$ cat src/shared/imt_pkg.sv
// Shared constants and types for the multi-master I2C start/transmit block
package imt_pkg;
  // ==========================================================
  // Timing
  localparam int CLK_NS = 5;      // hclk period
  localparam int BIT_NS = 10000;  // standard mode bit period
  localparam int PH_CYC = BIT_NS / (4 * CLK_NS);
  localparam logic [15:0] PRESC_RST = 16'(PH_CYC);
  // ==========================================================
  // Register offsets
  localparam logic [7:0] OFF_CTRL  = 8'h00;
  localparam logic [7:0] OFF_ADDR  = 8'h04;
  localparam logic [7:0] OFF_TRANSMIT_BUFFER = 8'h08;
  localparam logic [7:0] OFF_STAT  = 8'h0c;
  localparam logic [7:0] OFF_IST   = 8'h10;
  localparam logic [7:0] OFF_ICLR  = 8'h14;
  localparam logic [7:0] OFF_IEN   = 8'h18;
  localparam logic [7:0] OFF_PRESC = 8'h1c;
  // ==========================================================
  // Field positions and reset values
  localparam int CB_MM  = 0;
  localparam int CB_TR  = 1;
  localparam int CB_STT = 2;
  localparam int CB_STP = 3;
  localparam int CB_EN  = 4;
  localparam int NCTL   = 5;
  localparam int IB_TXE = 0;
  localparam int IB_STT = 1;
  localparam int IB_STP = 2;
  localparam int IB_NAK = 3;
  localparam int NIRQ   = 4;
  localparam logic [NCTL-1:0] CTRL_RST = 5'h00;
  localparam logic [6:0]      ADDR_RST = 7'h00;
  localparam logic [NIRQ-1:0] IEN_RST  = 4'h0;
  // ==========================================================
  // Types
  typedef enum logic [2:0] {
    ST_IDLE  = 3'b000,
    ST_WAIT  = 3'b001,
    ST_START = 3'b010,
    ST_BIT   = 3'b011,
    ST_ACK   = 3'b100,
    ST_HOLD  = 3'b101,
    ST_STOP  = 3'b110
  } imt_state_t;
  typedef struct packed {
    logic        wr;
    logic [7:0]  addr;
    logic [31:0] wdata;
  } imt_req_t;
endpackage

$ cat src/rtl/imt_sync.sv
// Two-flop synchroniser for pin inputs
`timescale 1ns/1ps
module imt_sync import imt_pkg::*; #(
  parameter int W = 2
) (
  input  wire logic         hclk,
  input  wire logic         hresetn,
  input  wire logic [W-1:0] d,
  output logic      [W-1:0] q
);
  logic [W-1:0] m_q;
  // A zero-width bus leaves nothing to synchronise
  if (W < 1) begin : g_bad_w
    $error("imt_sync needs W of at least 1");
  end
  // ==========================================================
  // One pair of flops per bit; the first flop feeds only the second
  for (genvar i = 0; i < W; i++) begin : g_bit
    always_ff @(posedge hclk or negedge hresetn) begin
      if (!hresetn) begin
        m_q[i] <= 1'b1;
        q[i]   <= 1'b1;
      end else begin
        m_q[i] <= d[i];
        q[i]   <= m_q[i];
      end
    end
  end
endmodule

$ cat src/rtl/imt_ahb.sv
// AHB-Lite slave front end: turns bus transfers into register requests
`timescale 1ns/1ps
module imt_ahb import imt_pkg::*; (
  input  wire logic        hclk,
  input  wire logic        hresetn,
  input  wire logic        hsel,
  input  wire logic [31:0] haddr,
  input  wire logic [1:0]  htrans,
  input  wire logic        hwrite,
  input  wire logic [2:0]  hsize,
  input  wire logic [31:0] hwdata,
  input  wire logic        hready,
  output logic             hreadyout,
  output logic             hresp,
  output imt_req_t         req
);
  logic       wr_q;
  logic [7:0] addr_q;
  logic       take;
  // Zero wait states; every transfer answers OKAY
  assign hreadyout = 1'b1;
  assign hresp     = 1'b0;
  assign take      = hsel & htrans[1] & hready;
  // ==========================================================
  // Address phase capture; only word transfers are writes
  always_ff @(posedge hclk or negedge hresetn) begin
    if (!hresetn) begin
      wr_q   <= 1'b0;
      addr_q <= 8'h00;
    end else begin
      wr_q <= take & hwrite & (hsize == 3'h2);
      if (take) begin
        addr_q <= haddr[7:0];
      end
    end
  end
  // Write strobe lives in the data phase, with hwdata
  assign req = '{wr: wr_q, addr: addr_q, wdata: hwdata};
endmodule

$ cat src/rtl/imt_core.sv
// Multi-master I2C transmitter with bus-wait start and self-clearing flags
// Functional notes
// - Start on busy bus in multi-master transmit: wait idle until bus free.
// - Transmit buffer writes during bus wait are dropped, never shifted.
// - In bus wait, empty flag may rise on foreign clock activity.
// - Start, stop and no-ack flags are also cleared by bus events.
// - Interrupt pends when a flag and its enable are both 1.
`timescale 1ns/1ps
module imt_core import imt_pkg::*; (
  input  wire logic        hclk,
  input  wire logic        hresetn,
  input  wire logic        hsel,
  input  wire logic [31:0] haddr,
  input  wire logic [1:0]  htrans,
  input  wire logic        hwrite,
  input  wire logic [2:0]  hsize,
  input  wire logic [31:0] hwdata,
  input  wire logic        hready,
  output logic             hreadyout,
  output logic             hresp,
  output logic [31:0]      hrdata,
  input  wire logic        scl_i,
  output logic             scl_o,
  output logic             scl_oe,
  input  wire logic        sda_i,
  output logic             sda_o,
  output logic             sda_oe,
  output logic             irq
);
  imt_req_t        req;
  imt_state_t      state_q;
  logic [NCTL-1:0] ctl_q;
  logic [6:0]      addr_q;
  logic [7:0]      transmit_buffer_q;
  logic            txv_q;
  logic [15:0]     presc_q;
  logic [15:0]     cnt_q;
  logic [NIRQ-1:0] ist_q;
  logic [NIRQ-1:0] ien_q;
  logic [NIRQ-1:0] ev;
  logic [NIRQ-1:0] hw_clr;
  logic [NIRQ-1:0] sw_clr;
  logic [1:0]      ph_q;
  logic [2:0]      bitn_q;
  logic [7:0]      sh_q;
  logic            scl_drv_q, sda_drv_q, busy_q;
  logic            scl_s, sda_s, scl_p_q, sda_p_q;
  logic            start_det, stop_det, scl_fall;
  logic            tick, adv, go;
  logic            tx_wr, consume;
  logic            hw_stt_clr, hw_stp_clr;

  imt_ahb u_ahb (
    .hclk      (hclk),
    .hresetn   (hresetn),
    .hsel      (hsel),
    .haddr     (haddr),
    .htrans    (htrans),
    .hwrite    (hwrite),
    .hsize     (hsize),
    .hwdata    (hwdata),
    .hready    (hready),
    .hreadyout (hreadyout),
    .hresp     (hresp),
    .req       (req)
  );
  imt_sync #(.W(2)) u_sync (
    .hclk    (hclk),
    .hresetn (hresetn),
    .d       ({scl_i, sda_i}),
    .q       ({scl_s, sda_s})
  );
  // ==========================================================
  // Bus monitor
  always_ff @(posedge hclk or negedge hresetn) begin
    if (!hresetn) begin
      scl_p_q <= 1'b1;
      sda_p_q <= 1'b1;
    end else begin
      scl_p_q <= scl_s;
      sda_p_q <= sda_s;
    end
  end
  assign start_det = scl_s & scl_p_q & sda_p_q & ~sda_s;
  assign stop_det  = scl_s & scl_p_q & ~sda_p_q & sda_s;
  assign scl_fall  = scl_p_q & ~scl_s;
  // Occupied from any start until the next stop, ours included
  always_ff @(posedge hclk or negedge hresetn) begin
    if (!hresetn) begin
      busy_q <= 1'b0;
    end else if (start_det) begin
      busy_q <= 1'b1;
    end else if (stop_det) begin
      busy_q <= 1'b0;
    end
  end
  // ==========================================================
  // Quarter-bit tick; a target stretching SCL freezes the sequence
  assign tick = (cnt_q == 16'h0000);
  always_ff @(posedge hclk or negedge hresetn) begin
    if (!hresetn) begin
      cnt_q <= PRESC_RST;
    end else if (tick) begin
      cnt_q <= presc_q;
    end else begin
      cnt_q <= cnt_q - 16'h0001;
    end
  end
  assign adv = tick & ~(~scl_drv_q & ~scl_s);
  assign go  = ctl_q[CB_EN] & ctl_q[CB_TR] & ctl_q[CB_STT];
  assign consume = adv & (((state_q == ST_ACK) & (ph_q == 2'h3) & ~sda_s) |
                   (state_q == ST_HOLD)) & txv_q;
  // ==========================================================
  // Master sequence
  always_ff @(posedge hclk or negedge hresetn) begin
    if (!hresetn) begin
      state_q   <= ST_IDLE;
      ph_q      <= 2'h0;
      bitn_q    <= 3'h0;
      sh_q      <= 8'h00;
      scl_drv_q <= 1'b0;
      sda_drv_q <= 1'b0;
    end else begin
      unique case (state_q)
        ST_IDLE: begin
          scl_drv_q <= 1'b0;
          sda_drv_q <= 1'b0;
          ph_q      <= 2'h0;
          if (go) begin
            // Never cut into someone else's frame
            state_q <= busy_q ? ST_WAIT : ST_START;
          end
        end
        ST_WAIT: begin
          // Pins stay released while the other masters finish
          if (!busy_q) begin
            state_q <= ST_START;
          end else if (!go) begin
            state_q <= ST_IDLE;
          end
        end
        ST_START: if (adv) begin
          ph_q <= ph_q + 2'h1;
          if (ph_q == 2'h0) begin
            sda_drv_q <= 1'b1;
          end else if (ph_q == 2'h1) begin
            scl_drv_q <= 1'b1;
            sh_q      <= {addr_q, 1'b0};
            bitn_q    <= 3'h0;
            ph_q      <= 2'h0;
            state_q   <= ST_BIT;
          end
        end
        ST_BIT: if (adv) begin
          ph_q <= ph_q + 2'h1;
          unique case (ph_q)
            2'h0: sda_drv_q <= ~sh_q[7];
            2'h1: scl_drv_q <= 1'b0;
            2'h2: scl_drv_q <= 1'b0;
            2'h3: begin
              scl_drv_q <= 1'b1;
              sh_q      <= {sh_q[6:0], 1'b0};
              bitn_q    <= bitn_q + 3'h1;
              if (bitn_q == 3'h7) begin
                state_q <= ST_ACK;
              end
            end
          endcase
        end
        ST_ACK: if (adv) begin
          ph_q <= ph_q + 2'h1;
          unique case (ph_q)
            2'h0: sda_drv_q <= 1'b0;
            2'h1: scl_drv_q <= 1'b0;
            2'h2: scl_drv_q <= 1'b0;
            2'h3: begin
              scl_drv_q <= 1'b1;
              if (sda_s) begin
                state_q <= ST_STOP;
              end else if (txv_q) begin
                sh_q    <= transmit_buffer_q;
                state_q <= ST_BIT;
              end else if (ctl_q[CB_STP]) begin
                state_q <= ST_STOP;
              end else begin
                state_q <= ST_HOLD;
              end
            end
          endcase
        end
        ST_HOLD: if (adv) begin
          // SCL held low until software supplies data or a stop
          if (txv_q) begin
            sh_q    <= transmit_buffer_q;
            ph_q    <= 2'h0;
            state_q <= ST_BIT;
          end else if (ctl_q[CB_STP]) begin
            ph_q    <= 2'h0;
            state_q <= ST_STOP;
          end
        end
        ST_STOP: if (adv) begin
          ph_q <= ph_q + 2'h1;
          unique case (ph_q)
            2'h0: sda_drv_q <= 1'b1;
            2'h1: scl_drv_q <= 1'b0;
            2'h2: sda_drv_q <= 1'b0;
            2'h3: state_q   <= ST_IDLE;
          endcase
        end
        default: state_q <= ST_IDLE;
      endcase
    end
  end
  assign scl_o  = 1'b0;
  assign sda_o  = 1'b0;
  assign scl_oe = scl_drv_q;
  assign sda_oe = sda_drv_q;
  // ==========================================================
  // Control registers; hardware clears start/stop requests, a write wins
  assign hw_stt_clr = (state_q == ST_START) & adv & (ph_q == 2'h1);
  assign hw_stp_clr = (state_q == ST_STOP) & adv & (ph_q == 2'h3);
  always_ff @(posedge hclk or negedge hresetn) begin
    if (!hresetn) begin
      ctl_q   <= CTRL_RST;
      addr_q  <= ADDR_RST;
      ien_q   <= IEN_RST;
      presc_q <= PRESC_RST;
    end else begin
      if (hw_stt_clr) begin
        ctl_q[CB_STT] <= 1'b0;
      end
      if (hw_stp_clr) begin
        ctl_q[CB_STP] <= 1'b0;
      end
      if (req.wr) begin
        unique case (req.addr)
          OFF_CTRL:  ctl_q   <= req.wdata[NCTL-1:0];
          OFF_ADDR:  addr_q  <= req.wdata[6:0];
          OFF_IEN:   ien_q   <= req.wdata[NIRQ-1:0];
          OFF_PRESC: presc_q <= req.wdata[15:0];
          default:   ;
        endcase
      end
    end
  end

  // Buffer writes during bus wait are dropped: the start is not out yet
  assign tx_wr = req.wr & (req.addr == OFF_TRANSMIT_BUFFER) & (state_q != ST_WAIT);
  always_ff @(posedge hclk or negedge hresetn) begin
    if (!hresetn) begin
      txv_q   <= 1'b0;
      transmit_buffer_q <= 8'h00;
    end else if (tx_wr) begin
      txv_q   <= 1'b1;
      transmit_buffer_q <= req.wdata[7:0];
    end else if (consume || (state_q == ST_IDLE)) begin
      txv_q <= 1'b0;
    end
  end

  // ==========================================================
  // Event flags; a set in the clearing cycle survives
  always_comb begin
    ev         = '0;
    ev[IB_TXE] = consume | hw_stt_clr |
                 ((state_q == ST_WAIT) & scl_fall);
    ev[IB_STT] = start_det;
    ev[IB_STP] = stop_det;
    ev[IB_NAK] = adv & (state_q == ST_ACK) & (ph_q == 2'h3) & sda_s;
    hw_clr         = '0;
    hw_clr[IB_TXE] = tx_wr;
    hw_clr[IB_STT] = stop_det;
    hw_clr[IB_STP] = start_det;
    hw_clr[IB_NAK] = start_det;
    sw_clr = (req.wr && req.addr == OFF_ICLR) ? req.wdata[NIRQ-1:0] : '0;
  end
  always_ff @(posedge hclk or negedge hresetn) begin
    if (!hresetn) begin
      ist_q <= '0;
    end else begin
      ist_q <= (ist_q & ~hw_clr & ~sw_clr) | ev;
    end
  end
  // No global gate here: the level follows flag and enable only
  assign irq = |(ist_q & ien_q);

  // ==========================================================
  // Read data for the current data phase
  always_comb begin
    unique case (req.addr)
      OFF_CTRL:  hrdata = {27'h0, ctl_q};
      OFF_ADDR:  hrdata = {25'h0, addr_q};
      OFF_TRANSMIT_BUFFER: hrdata = {24'h0, transmit_buffer_q};
      OFF_STAT:  hrdata = {27'h0, txv_q, state_q, busy_q};
      OFF_IST:   hrdata = {28'h0, ist_q};
      OFF_IEN:   hrdata = {28'h0, ien_q};
      OFF_PRESC: hrdata = {16'h0, presc_q};
      default:   hrdata = 32'h0000_0000;
    endcase
  end
endmodule

$ cat config.mk
export PLATFORM = sky130hd
export DESIGN_NAME = imt_core
export DESIGN_NICKNAME = d
export VERILOG_FILES = /design/src/shared/imt_pkg.sv /design/src/rtl/imt_sync.sv /design/src/rtl/imt_ahb.sv /design/src/rtl/imt_core.sv
export SDC_FILE = /design/constraint.sdc
export NUM_CORES = 1
export LEC_CHECK = 0
export BUFFER_PORTS_ARGS = -buffer_cell sky130_fd_sc_hd__buf_2
export CAP_MARGIN = 20
export CORE_UTILIZATION = 55
export DETAILED_ROUTE_END_ITERATION = 8
export HOLD_SLACK_MARGIN = 0.02
export PLACE_DENSITY_LB_ADDON = 0.05
export SYNTH_ARGS = -nofsm -noshare
export SYNTH_HDL_FRONTEND = slang
export SYNTH_SLANG_ARGS = --single-unit
$ cat constraint.sdc
create_clock -name hclk -period 3 [get_ports hclk]
set_clock_uncertainty 0.15 [all_clocks]
set_input_delay 0.3 -clock hclk [delete_from_list [all_inputs] [get_ports hclk]]
set_output_delay 0.3 -clock hclk [all_outputs]
set_load 0.01 [all_outputs]
==> impl_metrics.toml, run 1 <==
[power_and_ir_drop]
vdd_drop_max_v = 0.000343
cellLeakagePower_nw = 2.65
p_sw_mw = 1.15
power_frac_clock = 0.239
p_seq_frac = 0.470
p_per_area_mw_per_mm2 = 548
total_power_mw = 3.29
power_frac_comb = 0.290
power.share.switching = 0.349
cell_internal_pwr_mw = 2.14

[synth]
syn_area_mm2 = 0.00529
synth.top_cell.area_share = 0.364
synth-edff-count = 0
async_flop_share = 1.00
yosysMostFrequentCell = "dfrtp_1"
ys_seq_elements = 95
synthTopCellsByCount = "dfrtp_1 (77), nand2_1 (58), mux2_2 (42)"
synthCells = 517
yosys-top-cells-area = "dfrtp_1 (36%), dfstp_2 (8.9%), mux2_2 (8.9%)"
ys_seq_area_frac = 0.454
synth_top_cell_by_area = "dfrtp_1"
ys_types = 70
avgSynthCellArea_um2 = 10.2
ys.flop_type = "dfrtp_1"
yosys_warnings = 0

[timing]
rsz0062_at_grt = "false"
fmax_mhz = 361
tns_ns = 0
fin_crit_ns = 2.77
worst_slew_margin_rel = 0.499
fin_crit_sh = 0.924
maxSlewViolCount = 0
finalHoldViolations = 0
setup_violations = 0
tightestPinTransition_ns = 0.750

[global_route]
antenna_found_initial = 0
grt_pass1_wl_um = 21100
grt_max_degree = 49
overflow = 0
grt_pass1_vias = 4171
grt_use_total = 0.271

[route]
wl_per_cell_um = 17.1
ant_nets = 0
routed_wl_um = 12300
vias = 4067
drtIter0Drc = 261
drtPass1Iterations = 6
viasPerCell = 5.66
drc = 0

[worst_setup_path]
crit_type = "reg2reg"
worst-path-buf-inv = 0
cp.arrival_ns = 2.88
crit_path_start = "cnt_q[3]"
regToRegStartpoint = "cnt_q[3]"
crit_path_max_incr_delay_ns = 0.65
cp_top_family = "simple AND/OR/NAND/NOR gates"
worstPathRequired_ns = 3.10
crit_top_cell = "or3_1"
startpoint_type = "flop"
crit_chain = "or3_1 > nor4_2 > nand2_1 > or3_1 > mux2_4"
critPathSlowestCell = "or3_1"
crit_path_end_kind = "flop"
crit_fanout = 8

[placement]
port_buffers = 53
routabilityCongestion = 0.856
dp.cells = 683
hpwl_um = 8790

[final_layout]
fillers = 795
fin_nets = 668
num_antenna_cells = 0
fin_cells = 719
drive_above_1_share = 0.273
synthToLayoutAreaGrowth_pct = 13.4

[min_path]
min-delay-start = "hsize[0]"
hold_class = "in2reg"

[clocking]
insertion_delay_ns = 0.37
ctsHtreeMaxLevel = 3
cts_inserted_buffers = 9
path_clk_slew_ns = 0.10
cts_sinks = 95
clockBufferDepth = 2
root_buffer = "clkbuf_8"
cts_setup_buffers = 0
cts_tree = "yes"

[die]
die_w_um = 100
initial_utilization = 0.570
dieArea_mm2 = 0.0100
rows = 35
io_pins = 115
die_y_um = 100
core-area_mm2 = 0.00928

[run_status]
status = "completed"

[job]
maxCapViolCount = 0
==> path summary, 6_finish.rpt <==
path / endpoint / depth (start not counted) / slack [ns]
setup / recovery: sh_q[6] / 5 / 0.23
hold / removal: u_ahb.wr_q / 3 / 0.03
setup reg to reg: sh_q[6] / 5 / 0.23
hold reg to reg: u_sync.q[0] / 0 / 0.21
max in group asynchronous: cnt_q[8] / 3 / 1.61
min in group asynchronous: ph_q[0] / 2 / 0.35
==> timing repair <==
action / 4_1_cts / 5_1_grt
hold endpoints to repair: 59 / 1
setup endpoints to repair: 0 / 1
hold buffers: 19 / 1
gates resized for setup: 0 / 1
==> placed cells by master (no fill, tap or decap), types with 3 or more instances in the layout <==
cell           Yosys  routed
mux2_2            42      42
ha_1               7       7
or3_1              4       4
a311oi_1           3       3
a22o_1             5       5
dlygate4sd3_1      0      20
nand2_1           58      58
o31ai_1            3       3
dfstp_2           18      18
nor2_1            41      41
nand3_1           10      10
a31oi_1            5       5
buf_2              2      52
nand4b_1           3       3
and2_1            11      11
nand2b_1           5       5
mux2i_1           14      14
nor4_1             5       5
xor2_1             4       4
a22oi_1            5       5
nor3_1             6       6
inv_1             16      16
o21ai_0           32      32
dfrtp_1           77      77
o22ai_1            3       3
nand4_1            4       4
conb_1             2      20
nand3b_1           4       4
mux2_4             7       7
and3_1             4       3
clkbuf_8           0      10
xnor2_1            5       5
buf_4             20      12
mux4_2             4       4
a21oi_1           19      19
o211ai_1           3       3
==> metal layers <==
layer  vias to the layer above  wire [um]  global-route usage
met5                         -          0                   0
met4                         0        157              0.0780
met3                        15        536              0.0571
met2                       120       5920               0.436
met1                      1981       5710               0.373
li1                       1951          -                   -
==> logic make-up (layout without fill, tap and decap cells) <==
group           count (synthesis)  in the layout  synth area share
compound gates                102            102             0.129
buf+inv                        62            117            0.0615
simple gates                  172            172             0.168
xor+xnor                        9              9            0.0149
other cells                     2             20           0.00142
flops                          95             95             0.454
fa+ha+maj                       7              7            0.0166
mux                            68             68             0.155
==> flip-flops by register name, indices dropped and copies added (netlist names), 3 cells and up <==
name               cells
addr_q                 7
bitn_q                 3
ist_q                  4
ctl_q                  5
transmit_buffer_q      8
ien_q                  4
u_ahb.addr_q           8
presc_q               16
sh_q                   8
state_q                3
cnt_q                 16
==> worst register-to-register path: stages (launching register included) <==
cell,delay [ns]
dfrtp_1,0.41
or3_1,0.52
nor4_2,0.34
nand2_1,0.19
or3_1,0.65
mux2_4,0.39
==> metrics by stage <==
stage	instance area [um^2]	hold slack [ns]	setup WS [ns]	util
3_3_place_gp	5620	0.198	0.262	0.606
4_1_cts	5990	0.0219	0.197	0.645
5_1_grt	6000	0.0233	0.0190	0.646
3_5_place_dp	5620	0.197	0.207	0.606
6_report	6000	0.0296	0.228	0.646
2_1_floorplan	5360	-0.146	0.618	-
==> power by group through the flow <==
| stage | clock (mW) | combinational [mW] | sequential (mW) |
|---|---|---|---|
| floorplan | 0 | 0.754 | 1.48 |
| global placement | 0 | 0.896 | 1.56 |
| detailed placement | 0 | 0.926 | 1.57 |
| CTS | 0.804 | 0.948 | 1.55 |
| global route | 0.866 | 1.06 | 1.57 |
| finish | 0.787 | 0.955 | 1.55 |
==> final cells by class <==
cell class                 instances  area [um^2]  area share
multi-input combinational        378         2630       0.439
sequential                        95         2400       0.400
timing repair buffer              85          571      0.0951
tap                              129          161      0.0269
clock buffer                      12          145      0.0242
inverter                          16         60.1      0.0100
clock inverter                     4         28.8     0.00480
No activity file was read; power rests on OpenSTA's default activity.
==> run 2, diff against run 1 <==
CORE_UTILIZATION = 50   (was 55)
clock period = 2.38 ns   (was 3 ns; I/O delays follow)
==> impl_metrics.toml, run 2 (same netlist as run 1, synthesis figures left out) <==
[die]
io_pins = 115
dieArea_mm2 = 0.0110
core-area_mm2 = 0.0103
initial_utilization = 0.515
rows = 37
die_w_um = 105
die_y_um = 105

[worst_setup_path]
cp.arrival_ns = 2.47
r2r_slack_ns = 0.03
reg2reg_to = "state_q[0]"
crit_type = "reg2reg"
startpoint_type = "flop"
crit_fanout = 3
regToRegStartpoint = "cnt_q[6]"
crit_path_end_kind = "flop"
crit_path_start = "cnt_q[6]"
worstPathRequired_ns = 2.50
reg2reg_depth = 5

[final_layout]
drive_above_1_share = 0.364
fillers = 877
fin_nets = 727
num_antenna_cells = 0
post-route-util = 0.649
design_area_mm2 = 0.00667
final_common_cell = "dfrtp_1"
mostFrequentLayoutCells = "dfrtp_1 (74), nand2_1 (58), buf_4 (56)"
ff_latch_area_mm2 = 0.00240
synthToLayoutAreaGrowth_pct = 26.1
multi_input_area_mm2 = 0.00276
reg_top3 = "cnt_q (16), presc_q (16)"

[global_route]
overflow = 0
grt_use_total = 0.251
grt_max_degree = 96
grt_pass1_wl_um = 21400
antenna_found_initial = 0
grt_pass1_vias = 4299

[route]
vias = 4311
ant_nets = 0
drc = 0
drtPass1Iterations = 5
routed_wl_um = 13000
viasPerCell = 5.49
wl_per_cell_um = 16.5
drtIter0Drc = 223

[placement]
hpwl_um = 8990
place_area_mm2 = 0.00596
routabilityCongestion = 0.895
port_buffers = 53
preCtsSetupSlack_ns = -0.0489

[min_path]
hold_class = "reg2reg"
whs_path_depth = 0
hold-path-endpoint = "u_sync.q[0]"
min-delay-start = "u_sync.m_q[0]"

[clocking]
ctsHtreeMaxLevel = 3
clockBufferDepth = 2
root_buffer = "clkbuf_8"
cts_inserted_buffers = 9
insertion_delay_ns = 0.38
cts_tree = "yes"
cts_sinks = 95
path_clk_slew_ns = 0.10

[timing]
setup_violations = 0
tns_ns = 0
rsz0062_at_grt = "true"
worst_slack_ns = 0.0285
fin_crit_sh = 0.988
fin_crit_ns = 2.35
finalHoldViolations = 0
worst_slew_margin_rel = 0.661
maxSlewViolCount = 0
tightestPinTransition_ns = 0.508
fmax_mhz = 425

[power_and_ir_drop]
vdd_drop_max_v = 0.000437
cellLeakagePower_nw = 2.99
p_per_area_mw_per_mm2 = 697

[run_status]
status = "completed"

[job]
maxCapViolCount = 0
-- run 2: stage by stage --
stage / hold slack [ns] / power, mW / instances
after floorplan: -0.208 / 2.82 / 535
after global placement: 0.182 / 3.28 / 732
after CTS: 0.211 / 4.62 / 780
after global routing: 0.220 / 4.91 / 785
after detailed placement: 0.180 / 3.31 / 732
final: 0.210 / 4.65 / 785
-- run 2: layout make-up --
class,instances,share of cell area
Multi-Input combinational cell,379,0.413
Tap cell,136,0.0255
Clock buffer,10,0.0206
Clock inverter,6,0.0135
Sequential cell,95,0.360
Inverter,16,0.00900
Timing Repair Buffer,143,0.158
-- run 2: worst max-delay path: stages (launching register included) --
cell,delay (ns)
dfstp_2,0.38
or4_4,0.57
or4_4,0.46
nor3_4,0.23
o32ai_1,0.12
a222oi_1,0.34
-- run 2: where the power goes --
| group | total [mW] | leakage [nW] | switching (mW) | internal, mW |
|---|---|---|---|---|
| Combinational | 1.52 | 1.81 | 0.800 | 0.725 |
| Sequential | 1.90 | 1.06 | 0.142 | 1.76 |
| Clock | 1.22 | 0.113 | 0.596 | 0.626 |
-- run 2: worst max-delay path by stage --
stage	endpoint	slack (ns)
2_1_floorplan	state_q[0]	0.04
3_3_place_gp	state_q[0]	-0.05
3_5_place_dp	sh_q[5]	-0.05
4_1_cts	cnt_q[13]	-0.005
5_1_grt	state_q[0]	-0.05
6_report	state_q[0]	0.03
-- run 2: what timing repair did --
item,4_1_cts,5_1_grt
hold buffers,29,0
endpoints found under the hold margin,109,0
gates resized for setup,10,24
pin swaps,1,9
gates cloned,0,1
setup buffers,3,6
setup endpoints to repair,16,41
-- run 2: routing by layer --
layer  share of wire  track usage  wire length, um  vias up
met2            0.48        0.420             6230      115
met3           0.036       0.0343              464       19
met5               0            0                0        -
met4           0.020       0.0946              263        0
met1            0.46        0.332             6030     2111
li1                -            -                -     2066
